File: src/pkg/fps_pkg.sv
package fps_pkg;

    // Clock
    localparam int CLK_NS = 10;
    localparam int CLK_MHZ = 100;

    // Bus timing, ns, rounded up to whole cycles
    localparam int T_WP_NS = 90;
    localparam int T_WPH_NS = 90;
    localparam int T_ACC_NS = 90;
    localparam int STROBE_HIGH_PULSE_MIN_NS = 150;
    localparam logic [7:0] WP_CYC = 8'((T_WP_NS + CLK_NS - 1) / CLK_NS);
    localparam logic [7:0] WPH_CYC = 8'((T_WPH_NS + CLK_NS - 1) / CLK_NS);
    localparam logic [7:0] ACC_CYC = 8'((T_ACC_NS + CLK_NS - 1) / CLK_NS);
    localparam logic [7:0] OEHP_CYC = 8'((STROBE_HIGH_PULSE_MIN_NS + CLK_NS - 1) / CLK_NS);

    // Longest internal operation times, rounded down
    localparam int BYTE_PROGRAM_DURATION_MAX_US = 50;
    localparam int ERASE_DURATION_MAX_S = 10;
    localparam int PROG_TIMEOUT_CYC = BYTE_PROGRAM_DURATION_MAX_US * CLK_MHZ;
    localparam int ERASE_TIMEOUT_CYC = ERASE_DURATION_MAX_S * 1000000 * CLK_MHZ;

    // Geometry
    localparam int ADDR_W = 18;
    localparam logic [17:0] BOOT_BLOCK_FIRST = 18'h00000;
    localparam logic [17:0] BOOT_BLOCK_LAST = 18'h01FFF;
    localparam int TOGGLE_BIT = 6;
    localparam int POLL_BIT = 7;

    // Command sequence words, address on the low fifteen lines
    localparam logic [17:0] CMD_ADDR_A = 18'h05555;
    localparam logic [17:0] CMD_ADDR_B = 18'h02AAA;
    localparam logic [7:0] KEY_A = 8'hAA;
    localparam logic [7:0] KEY_B = 8'h55;
    localparam logic [7:0] CODE_PROGRAM = 8'hA0;
    localparam logic [7:0] CODE_ERASE_SETUP = 8'h80;
    localparam logic [7:0] CODE_ERASE_CHIP = 8'h10;
    localparam logic [7:0] CODE_ID_ENTER = 8'h90;
    localparam logic [7:0] CODE_ID_EXIT = 8'hF0;
    localparam logic [7:0] CODE_BOOT_LOCK = 8'h40;
    localparam logic [17:0] ID_BASE_ADDR = 18'h00000;

    typedef enum logic [2:0] {
        FPS_OP_READ = 3'h0,
        FPS_OP_PROGRAM = 3'h1,
        FPS_OP_ERASE = 3'h2,
        FPS_OP_ID_ENTER = 3'h3,
        FPS_OP_ID_EXIT = 3'h4,
        FPS_OP_BOOT_LOCK = 3'h5,
        FPS_OP_ID_READ = 3'h6
    } fps_op_t;

    typedef struct packed {
        fps_op_t op;
        logic [17:0] addr;
        logic [7:0] data;
    } fps_cmd_t;

    typedef struct packed {
        logic [7:0] data;
        logic error;
    } fps_resp_t;

    typedef struct packed {
        logic ce_n;
        logic oe_n;
        logic we_n;
        logic [17:0] addr;
        logic [7:0] dq_out;
        logic dq_oe;
    } fps_pins_t;

endpackage : fps_pkg

File: src/rtl/fps_bus_cycle.sv
`timescale 1ns/1ps
module fps_bus_cycle (
    // Clock and reset
    input wire logic sys_clk,
    input wire logic rst,
    // Request
    input wire logic start,
    input wire logic is_write,
    input wire logic oe_park_low,
    input wire logic [17:0] addr,
    input wire logic [7:0] wdata,
    // Answer
    output logic done,
    output logic [7:0] rdata,
    // Flash pins
    input wire logic [7:0] dq_in,
    output fps_pkg::fps_pins_t pins
);
    typedef enum logic [1:0] {
        FPS_BC_IDLE = 2'b00,
        FPS_BC_SETUP = 2'b01,
        FPS_BC_STROBE = 2'b11,
        FPS_BC_GAP = 2'b10
    } fps_bc_st_t;

    typedef struct packed {
        fps_bc_st_t st;
        logic [7:0] cnt;
        logic write;
        fps_pkg::fps_pins_t pins;
        logic [7:0] rdata;
        logic done;
    } fps_bc_t;

    fps_bc_t s;
    fps_bc_t next_s;

    always_comb begin
        next_s = s;
        next_s.done = 1'b0;
        case (s.st)
            FPS_BC_IDLE: begin
                // Output gate parks low while an erase sequence is in flight
                next_s.pins.oe_n = ~oe_park_low;
                next_s.pins.ce_n = 1'b1;
                next_s.pins.we_n = 1'b1;
                next_s.pins.dq_oe = 1'b0;
                if (start) begin
                    next_s.st = FPS_BC_SETUP;
                    next_s.write = is_write;
                    next_s.pins.addr = addr;
                    next_s.pins.dq_out = wdata;
                    if (!is_write) begin
                        next_s.pins.ce_n = 1'b0;
                        next_s.pins.oe_n = 1'b0;
                    end
                end
            end
            FPS_BC_SETUP: begin
                next_s.st = FPS_BC_STROBE;
                if (s.write) begin
                    // Chip select and write strobe fall together; in an erase the gate is high only then
                    next_s.pins.ce_n = 1'b0;
                    next_s.pins.we_n = 1'b0;
                    next_s.pins.oe_n = 1'b1;
                    next_s.pins.dq_oe = 1'b1;
                    next_s.cnt = fps_pkg::WP_CYC - 8'h01;
                end else begin
                    next_s.cnt = fps_pkg::ACC_CYC - 8'h01;
                end
            end
            FPS_BC_STROBE: begin
                if (s.cnt != 8'h00) begin
                    next_s.cnt = s.cnt - 8'h01;
                end else begin
                    next_s.st = FPS_BC_GAP;
                    next_s.pins.ce_n = 1'b1;
                    next_s.pins.we_n = 1'b1;
                    next_s.pins.dq_oe = 1'b0;
                    next_s.pins.oe_n = s.write ? ~oe_park_low : 1'b1;
                    if (s.write) begin
                        next_s.cnt = fps_pkg::WPH_CYC - 8'h01;
                    end else begin
                        next_s.rdata = dq_in;
                        // Strobes stay high long enough between status reads
                        next_s.cnt = fps_pkg::OEHP_CYC - 8'h01;
                    end
                end
            end
            FPS_BC_GAP: begin
                if (s.cnt != 8'h00) begin
                    next_s.cnt = s.cnt - 8'h01;
                end else begin
                    next_s.st = FPS_BC_IDLE;
                    next_s.done = 1'b1;
                end
            end
            default: begin
                next_s.st = FPS_BC_IDLE;
            end
        endcase
    end

    always_ff @(posedge sys_clk) begin
        if (rst) begin
            s <= '{st: FPS_BC_IDLE, cnt: 8'h00, write: 1'b0,
                   pins: '{ce_n: 1'b1, oe_n: 1'b1, we_n: 1'b1, addr: 18'h00000,
                           dq_out: 8'h00, dq_oe: 1'b0},
                   rdata: 8'h00, done: 1'b0};
        end else begin
            s <= next_s;
        end
    end

    assign done = s.done;
    assign rdata = s.rdata;
    assign pins = s.pins;

endmodule : fps_bus_cycle

File: src/rtl/fps_host.sv
`timescale 1ns/1ps
module fps_host #(
    parameter int PROG_TIMEOUT = fps_pkg::PROG_TIMEOUT_CYC,
    parameter int ERASE_TIMEOUT = fps_pkg::ERASE_TIMEOUT_CYC
) (
    // Clock and reset
    input wire logic sys_clk,
    input wire logic rst,
    // Command
    input wire logic cmd_valid,
    input fps_pkg::fps_cmd_t cmd,
    output logic cmd_ready,
    // Response
    output logic resp_valid,
    output fps_pkg::fps_resp_t resp,
    // Status
    output logic id_mode,
    output logic boot_locked,
    // Flash pins
    input wire logic [7:0] flash_dq_in,
    output fps_pkg::fps_pins_t flash_pins
);
    typedef enum logic [1:0] {
        FPS_IDLE = 2'b00,
        FPS_SEQ = 2'b01,
        FPS_POLL = 2'b11,
        FPS_READ = 2'b10
    } fps_st_t;

    typedef struct packed {
        fps_st_t st;
        fps_pkg::fps_cmd_t cmd;
        logic [2:0] step;
        logic prev_toggle;
        logic have_prev;
        logic [31:0] tmo;
        logic id_mode;
        logic boot_locked;
        logic cmd_ready;
        logic resp_valid;
        fps_pkg::fps_resp_t resp;
        logic bc_start;
        logic bc_write;
        logic bc_park;
        logic [17:0] bc_addr;
        logic [7:0] bc_data;
    } fps_host_t;

    fps_host_t s;
    fps_host_t next_s;
    logic bc_done;
    logic [7:0] bc_rdata;

    function automatic logic [2:0] seq_last(input fps_pkg::fps_op_t op);
        case (op)
            fps_pkg::FPS_OP_PROGRAM: seq_last = 3'h3;
            fps_pkg::FPS_OP_ERASE: seq_last = 3'h5;
            fps_pkg::FPS_OP_BOOT_LOCK: seq_last = 3'h5;
            default: seq_last = 3'h2;
        endcase
    endfunction : seq_last

    // One write of a command sequence: {address, data}
    function automatic logic [25:0] seq_word(input fps_pkg::fps_cmd_t c, input logic [2:0] k);
        logic [7:0] code;
        code = fps_pkg::CODE_ERASE_SETUP;
        case (c.op)
            fps_pkg::FPS_OP_PROGRAM: code = fps_pkg::CODE_PROGRAM;
            fps_pkg::FPS_OP_ID_ENTER: code = fps_pkg::CODE_ID_ENTER;
            fps_pkg::FPS_OP_ID_EXIT: code = fps_pkg::CODE_ID_EXIT;
            default: code = fps_pkg::CODE_ERASE_SETUP;
        endcase
        case (k)
            3'h0, 3'h3: seq_word = {fps_pkg::CMD_ADDR_A, fps_pkg::KEY_A};
            3'h1, 3'h4: seq_word = {fps_pkg::CMD_ADDR_B, fps_pkg::KEY_B};
            3'h2: seq_word = {fps_pkg::CMD_ADDR_A, code};
            default: seq_word = {fps_pkg::CMD_ADDR_A, (c.op == fps_pkg::FPS_OP_ERASE)
                                 ? fps_pkg::CODE_ERASE_CHIP : fps_pkg::CODE_BOOT_LOCK};
        endcase
        // Program data goes to the target address as the fourth write
        if (c.op == fps_pkg::FPS_OP_PROGRAM && k == 3'h3) begin
            seq_word = {c.addr, c.data};
        end
    endfunction : seq_word

    always_comb begin
        logic toggle_now;
        logic poll_ok;
        toggle_now = bc_rdata[fps_pkg::TOGGLE_BIT];
        poll_ok = (s.cmd.op != fps_pkg::FPS_OP_PROGRAM)
                  || (bc_rdata[fps_pkg::POLL_BIT] == s.cmd.data[fps_pkg::POLL_BIT]);
        next_s = s;
        next_s.bc_start = 1'b0;
        next_s.resp_valid = 1'b0;
        case (s.st)
            FPS_IDLE: begin
                if (cmd_valid && s.cmd_ready) begin
                    next_s.cmd = cmd;
                    next_s.cmd_ready = 1'b0;
                    next_s.step = 3'h0;
                    next_s.resp = '{data: 8'h00, error: 1'b0};
                    if (cmd.op == fps_pkg::FPS_OP_PROGRAM && s.boot_locked
                        && cmd.addr <= fps_pkg::BOOT_BLOCK_LAST) begin
                        // Locked boot block would silently ignore the write
                        next_s.resp.error = 1'b1;
                        next_s.resp_valid = 1'b1;
                        next_s.cmd_ready = 1'b1;
                    end else if (cmd.op == fps_pkg::FPS_OP_ID_READ && !s.id_mode) begin
                        next_s.resp.error = 1'b1;
                        next_s.resp_valid = 1'b1;
                        next_s.cmd_ready = 1'b1;
                    end else if (cmd.op == fps_pkg::FPS_OP_READ
                                 || cmd.op == fps_pkg::FPS_OP_ID_READ) begin
                        next_s.st = FPS_READ;
                        next_s.bc_start = 1'b1;
                        next_s.bc_write = 1'b0;
                        next_s.bc_addr = cmd.addr;
                        if (cmd.op == fps_pkg::FPS_OP_ID_READ) begin
                            // Upper lines low, bit 0 picks maker or part code
                            next_s.bc_addr = fps_pkg::ID_BASE_ADDR | 18'(cmd.addr[0]);
                        end
                    end else begin
                        next_s.st = FPS_SEQ;
                        next_s.bc_start = 1'b1;
                        next_s.bc_write = 1'b1;
                        next_s.bc_park = (cmd.op == fps_pkg::FPS_OP_ERASE);
                        {next_s.bc_addr, next_s.bc_data} =
                            seq_word('{op: cmd.op, addr: cmd.addr, data: cmd.data}, 3'h0);
                    end
                end
            end
            FPS_SEQ: begin
                if (bc_done) begin
                    if (s.step != seq_last(s.cmd.op)) begin
                        next_s.step = s.step + 3'h1;
                        next_s.bc_start = 1'b1;
                        {next_s.bc_addr, next_s.bc_data} = seq_word(s.cmd, s.step + 3'h1);
                    end else begin
                        next_s.bc_park = 1'b0;
                        case (s.cmd.op)
                            fps_pkg::FPS_OP_ID_ENTER: next_s.id_mode = 1'b1;
                            fps_pkg::FPS_OP_ID_EXIT: next_s.id_mode = 1'b0;
                            fps_pkg::FPS_OP_BOOT_LOCK: next_s.boot_locked = 1'b1;
                            default: next_s.id_mode = s.id_mode;
                        endcase
                        if (s.cmd.op == fps_pkg::FPS_OP_PROGRAM
                            || s.cmd.op == fps_pkg::FPS_OP_ERASE) begin
                            // Completion only from status, bounded by worst case
                            next_s.st = FPS_POLL;
                            next_s.have_prev = 1'b0;
                            next_s.tmo = (s.cmd.op == fps_pkg::FPS_OP_PROGRAM)
                                         ? 32'(PROG_TIMEOUT) : 32'(ERASE_TIMEOUT);
                            next_s.bc_start = 1'b1;
                            next_s.bc_write = 1'b0;
                            next_s.bc_addr = (s.cmd.op == fps_pkg::FPS_OP_PROGRAM)
                                             ? s.cmd.addr : fps_pkg::BOOT_BLOCK_FIRST;
                        end else begin
                            next_s.st = FPS_IDLE;
                            next_s.resp_valid = 1'b1;
                            next_s.cmd_ready = 1'b1;
                        end
                    end
                end
            end
            FPS_POLL: begin
                if (s.tmo != 32'h00000000) begin
                    next_s.tmo = s.tmo - 32'h00000001;
                end
                if (bc_done) begin
                    // Two equal toggle samples in a row, with bit 7 matching the data for a program, mean the device is idle
                    if (s.have_prev && toggle_now == s.prev_toggle && poll_ok) begin
                        next_s.st = FPS_IDLE;
                        next_s.resp.data = bc_rdata;
                        next_s.resp_valid = 1'b1;
                        next_s.cmd_ready = 1'b1;
                    end else if (s.tmo == 32'h00000000) begin
                        next_s.st = FPS_IDLE;
                        next_s.resp.data = bc_rdata;
                        next_s.resp.error = 1'b1;
                        next_s.resp_valid = 1'b1;
                        next_s.cmd_ready = 1'b1;
                    end else begin
                        next_s.prev_toggle = toggle_now;
                        next_s.have_prev = 1'b1;
                        // Same address again; each read toggles select and gate
                        next_s.bc_start = 1'b1;
                    end
                end
            end
            FPS_READ: begin
                if (bc_done) begin
                    next_s.st = FPS_IDLE;
                    next_s.resp.data = bc_rdata;
                    next_s.resp_valid = 1'b1;
                    next_s.cmd_ready = 1'b1;
                end
            end
            default: begin
                next_s.st = FPS_IDLE;
                next_s.cmd_ready = 1'b1;
            end
        endcase
    end

    always_ff @(posedge sys_clk) begin
        if (rst) begin
            // Reset stands for device power-up: array read, not id mode
            s <= '{st: FPS_IDLE, cmd: '{op: fps_pkg::FPS_OP_READ, addr: 18'h00000, data: 8'h00},
                   step: 3'h0, prev_toggle: 1'b0, have_prev: 1'b0, tmo: 32'h00000000,
                   id_mode: 1'b0, boot_locked: 1'b0, cmd_ready: 1'b1, resp_valid: 1'b0,
                   resp: '{data: 8'h00, error: 1'b0}, bc_start: 1'b0, bc_write: 1'b0,
                   bc_park: 1'b0, bc_addr: 18'h00000, bc_data: 8'h00};
        end else begin
            s <= next_s;
        end
    end

    fps_bus_cycle u_bus (
        .sys_clk(sys_clk),
        .rst(rst),
        .start(s.bc_start),
        .is_write(s.bc_write),
        .oe_park_low(s.bc_park),
        .addr(s.bc_addr),
        .wdata(s.bc_data),
        .done(bc_done),
        .rdata(bc_rdata),
        .dq_in(flash_dq_in),
        .pins(flash_pins)
    );

    assign cmd_ready = s.cmd_ready;
    assign resp_valid = s.resp_valid;
    assign resp = s.resp;
    assign id_mode = s.id_mode;
    assign boot_locked = s.boot_locked;

endmodule : fps_host

File: config.mk
export PLATFORM = sky130hd
export DESIGN_NAME = fps_host
export DESIGN_NICKNAME = d
export VERILOG_FILES = /design/src/pkg/fps_pkg.sv /design/src/rtl/fps_bus_cycle.sv /design/src/rtl/fps_host.sv
export SDC_FILE = /design/constraint.sdc
export NUM_CORES = 1
export LEC_CHECK = 0
export BUFFER_PORTS_ARGS = -buffer_cell sky130_fd_sc_hd__buf_2
export CORE_MARGIN = 1.5
export CORE_UTILIZATION = 52
export DETAILED_ROUTE_END_ITERATION = 10
export PLACE_DENSITY = 0.72
export SYNTH_ARGS = -nofsm -noshare
export SYNTH_HDL_FRONTEND = slang
export SYNTH_SLANG_ARGS = --single-unit
File: constraint.sdc
create_clock -name sys_clk -period 3.7 [get_ports sys_clk]
set_input_delay 0.37 -clock sys_clk [delete_from_list [all_inputs] [get_ports sys_clk]]
set_output_delay 0.37 -clock sys_clk [all_outputs]
set_load 0.05 [all_outputs]
==> out/summary.txt <==
RUN STATUS
--------------------------------------------------------------------------------------------------
Result of the run                                                                     finished, final reports clean

CRITICAL PATH
--------------------------------------------------------------------------------------------------
Crit Path Class                                                                            reg2reg
CP arrival                                                                                 3360 ps
CP Max Fanout                                                                                   14
Number of cells on the worst reg-to-reg path                                                     7
Required time at the endpoint of the critical path                                         4040 ps
Crit. End Element                                                                         register
Sort of element at the start of the critical path                                         register

PWR
--------------------------------------------------------------------------------------------------
Int Power                                                                               0.003241 W
Proportion of power drawn by the clock network                                               39.5%
Switching portion of total power                                                            31.16%
Seq pwr share                                                                                42.5%
Power density over the cells                                                          551.9 nW/um^2
Maximum vdd drop                                                                         0.3320 mV
Combinational cell fraction of total power                                                   18.0%
Cell leakage power                                                                        3.232 nW
Switching Power                                                                         0.001467 W

STA
--------------------------------------------------------------------------------------------------
Number of hold-slack violations in the final timing report                                       0
# setup viols final                                                                              0
Summed negative setup slack over all endpoints                                                0 ps
Relative slew margins                                                                       38.13%
Clock period minus worst slack                                                             3017 ps
Post-route clock period utilization                                                         81.55%
Highest Clock Rate                                                                       331.4 MHz
Transition time of the tightest slew-check pin                                            925.8 ps
Worst-case clock skew                                                                     9.380 ps
Pins over their slew limit                                                                       0
Setup repair after global routing missed its margin                                          false

FLOORPLANNING
--------------------------------------------------------------------------------------------------
Die Footprint                                                                          15,670 um^2
Cell row count                                                                                  44
Die Y-Extent                                                                              125.2 um
Effective utilization at floorplan                                                          53.42%
Die outline width                                                                         125.2 um
Total core area                                                                        14,530 um^2
I/O pin total                                                                                   83

GRT
--------------------------------------------------------------------------------------------------
Wire length of the first global-routing pass                                             30,690 um
Via count of the first global-routing pass                                                   6,227
Maximum number of pins on one net before global-route repair                                    69
Global router's overall resource usage                                                      23.70%
Gr ovfl total                                                                                    0
Antenna violations before repair                                                                 0

SYNTHESIS
--------------------------------------------------------------------------------------------------
Post-synthesis cell area                                                                 7764 um^2
FF+latch count, synth                                                                          160
Unique masters post-synth                                                                       74
Synth warn                                                                                       0
Post-synthesis cell count                                                                      967
Number of flops mapped to enable cells by yosys                                                  0
Synthesized netlist net count                                                                1,015
Sequential area share after synthesis                                                       41.26%
Top FF cell, synth                                                                    sky130_fd_sc_hd__dfxtp_1
Proportion of register bits with asynchronous set or reset after synthesis                      0%
Per-instance average area after synthesis                                               8.029 um^2

CLOCK TREE
--------------------------------------------------------------------------------------------------
TritonCTS clock tree                                                                           yes
Number of gates resized after CTS                                                                0
CTS H-tree lvls                                                                                  4
CTS Buf Count                                                                                   17
CTS Root Cell                                                                         sky130_fd_sc_hd__clkbuf_16
Worst-case clock buffer depth                                                                    2
Clock transition time at the flip-flop clock pins of the worst setup and hold paths          70 ps
Clock insertion delay at the later pin of the skew report                                   430 ps
Post-CTS setup buffers                                                                           0
Number of buffers inserted for hold repair after clock tree synthesis                            0
Number of sinks handled by clock tree synthesis                                                160

LAYOUT
--------------------------------------------------------------------------------------------------
Fraction of final layout cells with drive strength greater than 1                           14.79%
Synth-to-layout area growth                                                                 9.879%
Number of antenna diodes                                                                         0
Core occupancy in the finished layout                                                       58.69%
Total Nets Final                                                                             1,022

ROUTING
--------------------------------------------------------------------------------------------------
Vias per Instance                                                                            5.803
Detailed-route DRC error count                                                                   0
Routed vias                                                                                  6,795
Violation count after the first detailed-routing iteration                                     631
Drt total wl                                                                             18,220 um
Count of TritonRoute iterations in the first routing pass                                        5
Routed wirelength normalized by instance count                                            15.56 um
Antenna Violating Nets Remaining                                                                 0

HOLD PATH
--------------------------------------------------------------------------------------------------
Class of the most critical hold timing path                                                 in2reg
Number of stages on the worst hold path                                                          3

PLACE
--------------------------------------------------------------------------------------------------
Port Buf Inserts                                                                                82
Detailed Place HPWL                                                                      12,060 um
Weighted congestion reported at the end of routability-driven placement                     0.8525

JOB
--------------------------------------------------------------------------------------------------
Count of maximum capacitance violations                                                          0

final cells by class:
type / instances / area [um^2]
flip-flops and latches: 160 / 3203
repair buffers: 91 / 480.5
inverters: 18 / 67.56
well taps: 184 / 230.2
multi-input cells: 686 / 3921
clock inverters: 14 / 198.9
clock buffers: 18 / 429.2
fillers: 1363 / 6003
per-layer routing:
metal | up-vias | part of all wire, % | global-route usage (%) | wire length (um)
met2 | 158 | 48 | 38.28 | 8734
met5 | - | 0 | 0 | 0
met3 | 20 | 4.1 | 4.707 | 743
met4 | 0 | 1.4 | 7.487 | 254
met1 | 3210 | 47 | 32.06 | 8488
li1 | 3407 | - | - | -
layout by cell type, fill, tap and decap left out, types with 12 or more instances in the layout:
cell type and n:
sky130_fd_sc_hd__o21ai_0 58, sky130_fd_sc_hd__clkbuf_16 17, sky130_fd_sc_hd__a21oi_1 106, sky130_fd_sc_hd__nor3_1 23
sky130_fd_sc_hd__nand3_1 15, sky130_fd_sc_hd__a311oi_1 17, sky130_fd_sc_hd__xor2_1 13, sky130_fd_sc_hd__nor2_1 89
sky130_fd_sc_hd__o21ai_1 14, sky130_fd_sc_hd__dfxtp_1 160, sky130_fd_sc_hd__a211oi_1 12, sky130_fd_sc_hd__buf_2 81
sky130_fd_sc_hd__mux2i_1 12, sky130_fd_sc_hd__nand2_1 145, sky130_fd_sc_hd__inv_1 18
kinds of logic (layout without fill, tap and decap cells):
group	Yosys count	count (layout)	share of synthesized area (%)
compound gates	288	288	23.50
buf+inv	121	141	8.364
xor+xnor	15	15	1.692
fa+ha+maj	8	8	1.289
mux	13	13	1.692
flops	160	160	41.26
simple gates	362	362	22.21
critical path: stages (launching register included):
cell and delay [ps]:
sky130_fd_sc_hd__dfxtp_1 400, sky130_fd_sc_hd__ha_1 280, sky130_fd_sc_hd__xnor2_1 610, sky130_fd_sc_hd__nand3_1 550, sky130_fd_sc_hd__a21oi_1 490, sky130_fd_sc_hd__a2bb2o_4 230, sky130_fd_sc_hd__o21ai_0 90, sky130_fd_sc_hd__a311oi_1 280
cells in the mapped netlist (all sizes together), types with 9 or more instances:
| library cell | instances | area share (%) |
|---|---|---|
| a211oi | 13 | 1.3 |
| a21oi | 106 | 6.8 |
| a311oi | 18 | 2.3 |
| and2 | 9 | 0.73 |
| buf | 58 | 5.3 |
| clkbuf | 45 | 2.2 |
| dfxtp | 160 | 41 |
| inv | 18 | 0.87 |
| mux2i | 12 | 1.5 |
| nand2 | 145 | 7.0 |
| nand3 | 15 | 0.97 |
| nor2 | 91 | 4.5 |
| nor3 | 27 | 2.0 |
| nor4 | 11 | 0.97 |
| o211ai | 11 | 1.1 |
| o21ai | 72 | 4.6 |
| or3 | 9 | 0.73 |
| xor2 | 13 | 1.5 |
power by group through the flow:
| stage | logic [W] | registers, W | clock network, W |
|---|---|---|---|
| after floorplan | 0.000719 | 0.00198 | 0 |
| final | 0.000847 | 0.00200 | 0.00186 |
| after global routing | 0.000948 | 0.00202 | 0.00197 |
| after global placement | 0.000827 | 0.00203 | 0 |
| after detailed placement | 0.000835 | 0.00203 | 0 |
| after CTS | 0.000846 | 0.00200 | 0.00189 |
metrics by stage:
step	hold slack [ps]	setup WS, ps	area, um^2	total power (W)	instances
floorplan	432.1	1389	7764	0.002698	967
global placement	438.4	762.7	7903	0.002855	1139
detailed placement	443.5	774.3	7903	0.002868	1139
CTS	160.3	755.6	8531	0.004733	1171
global route	171.2	442.1	8531	0.004940	1171
finish	172.4	682.5	8531	0.004708	1171
final timing paths:
check / start / to / slack [ps]
setup reg to reg: s[76] / s[17] / 680
setup / recovery: s[76] / s[17] / 680
hold reg to reg: u_bus.pins[19] / u_bus.pins[19] / 450
hold / removal: flash_dq_in[0] / u_bus.rdata[0] / 170
registers in the layout, summed over array words and instances, names as in the netlist, 8 cells and up:
signal and flops:
u_bus.pins 30, s 97, resp 9, u_bus.s 11
u_bus.rdata 8
Power figures use the tool's default switching activity.
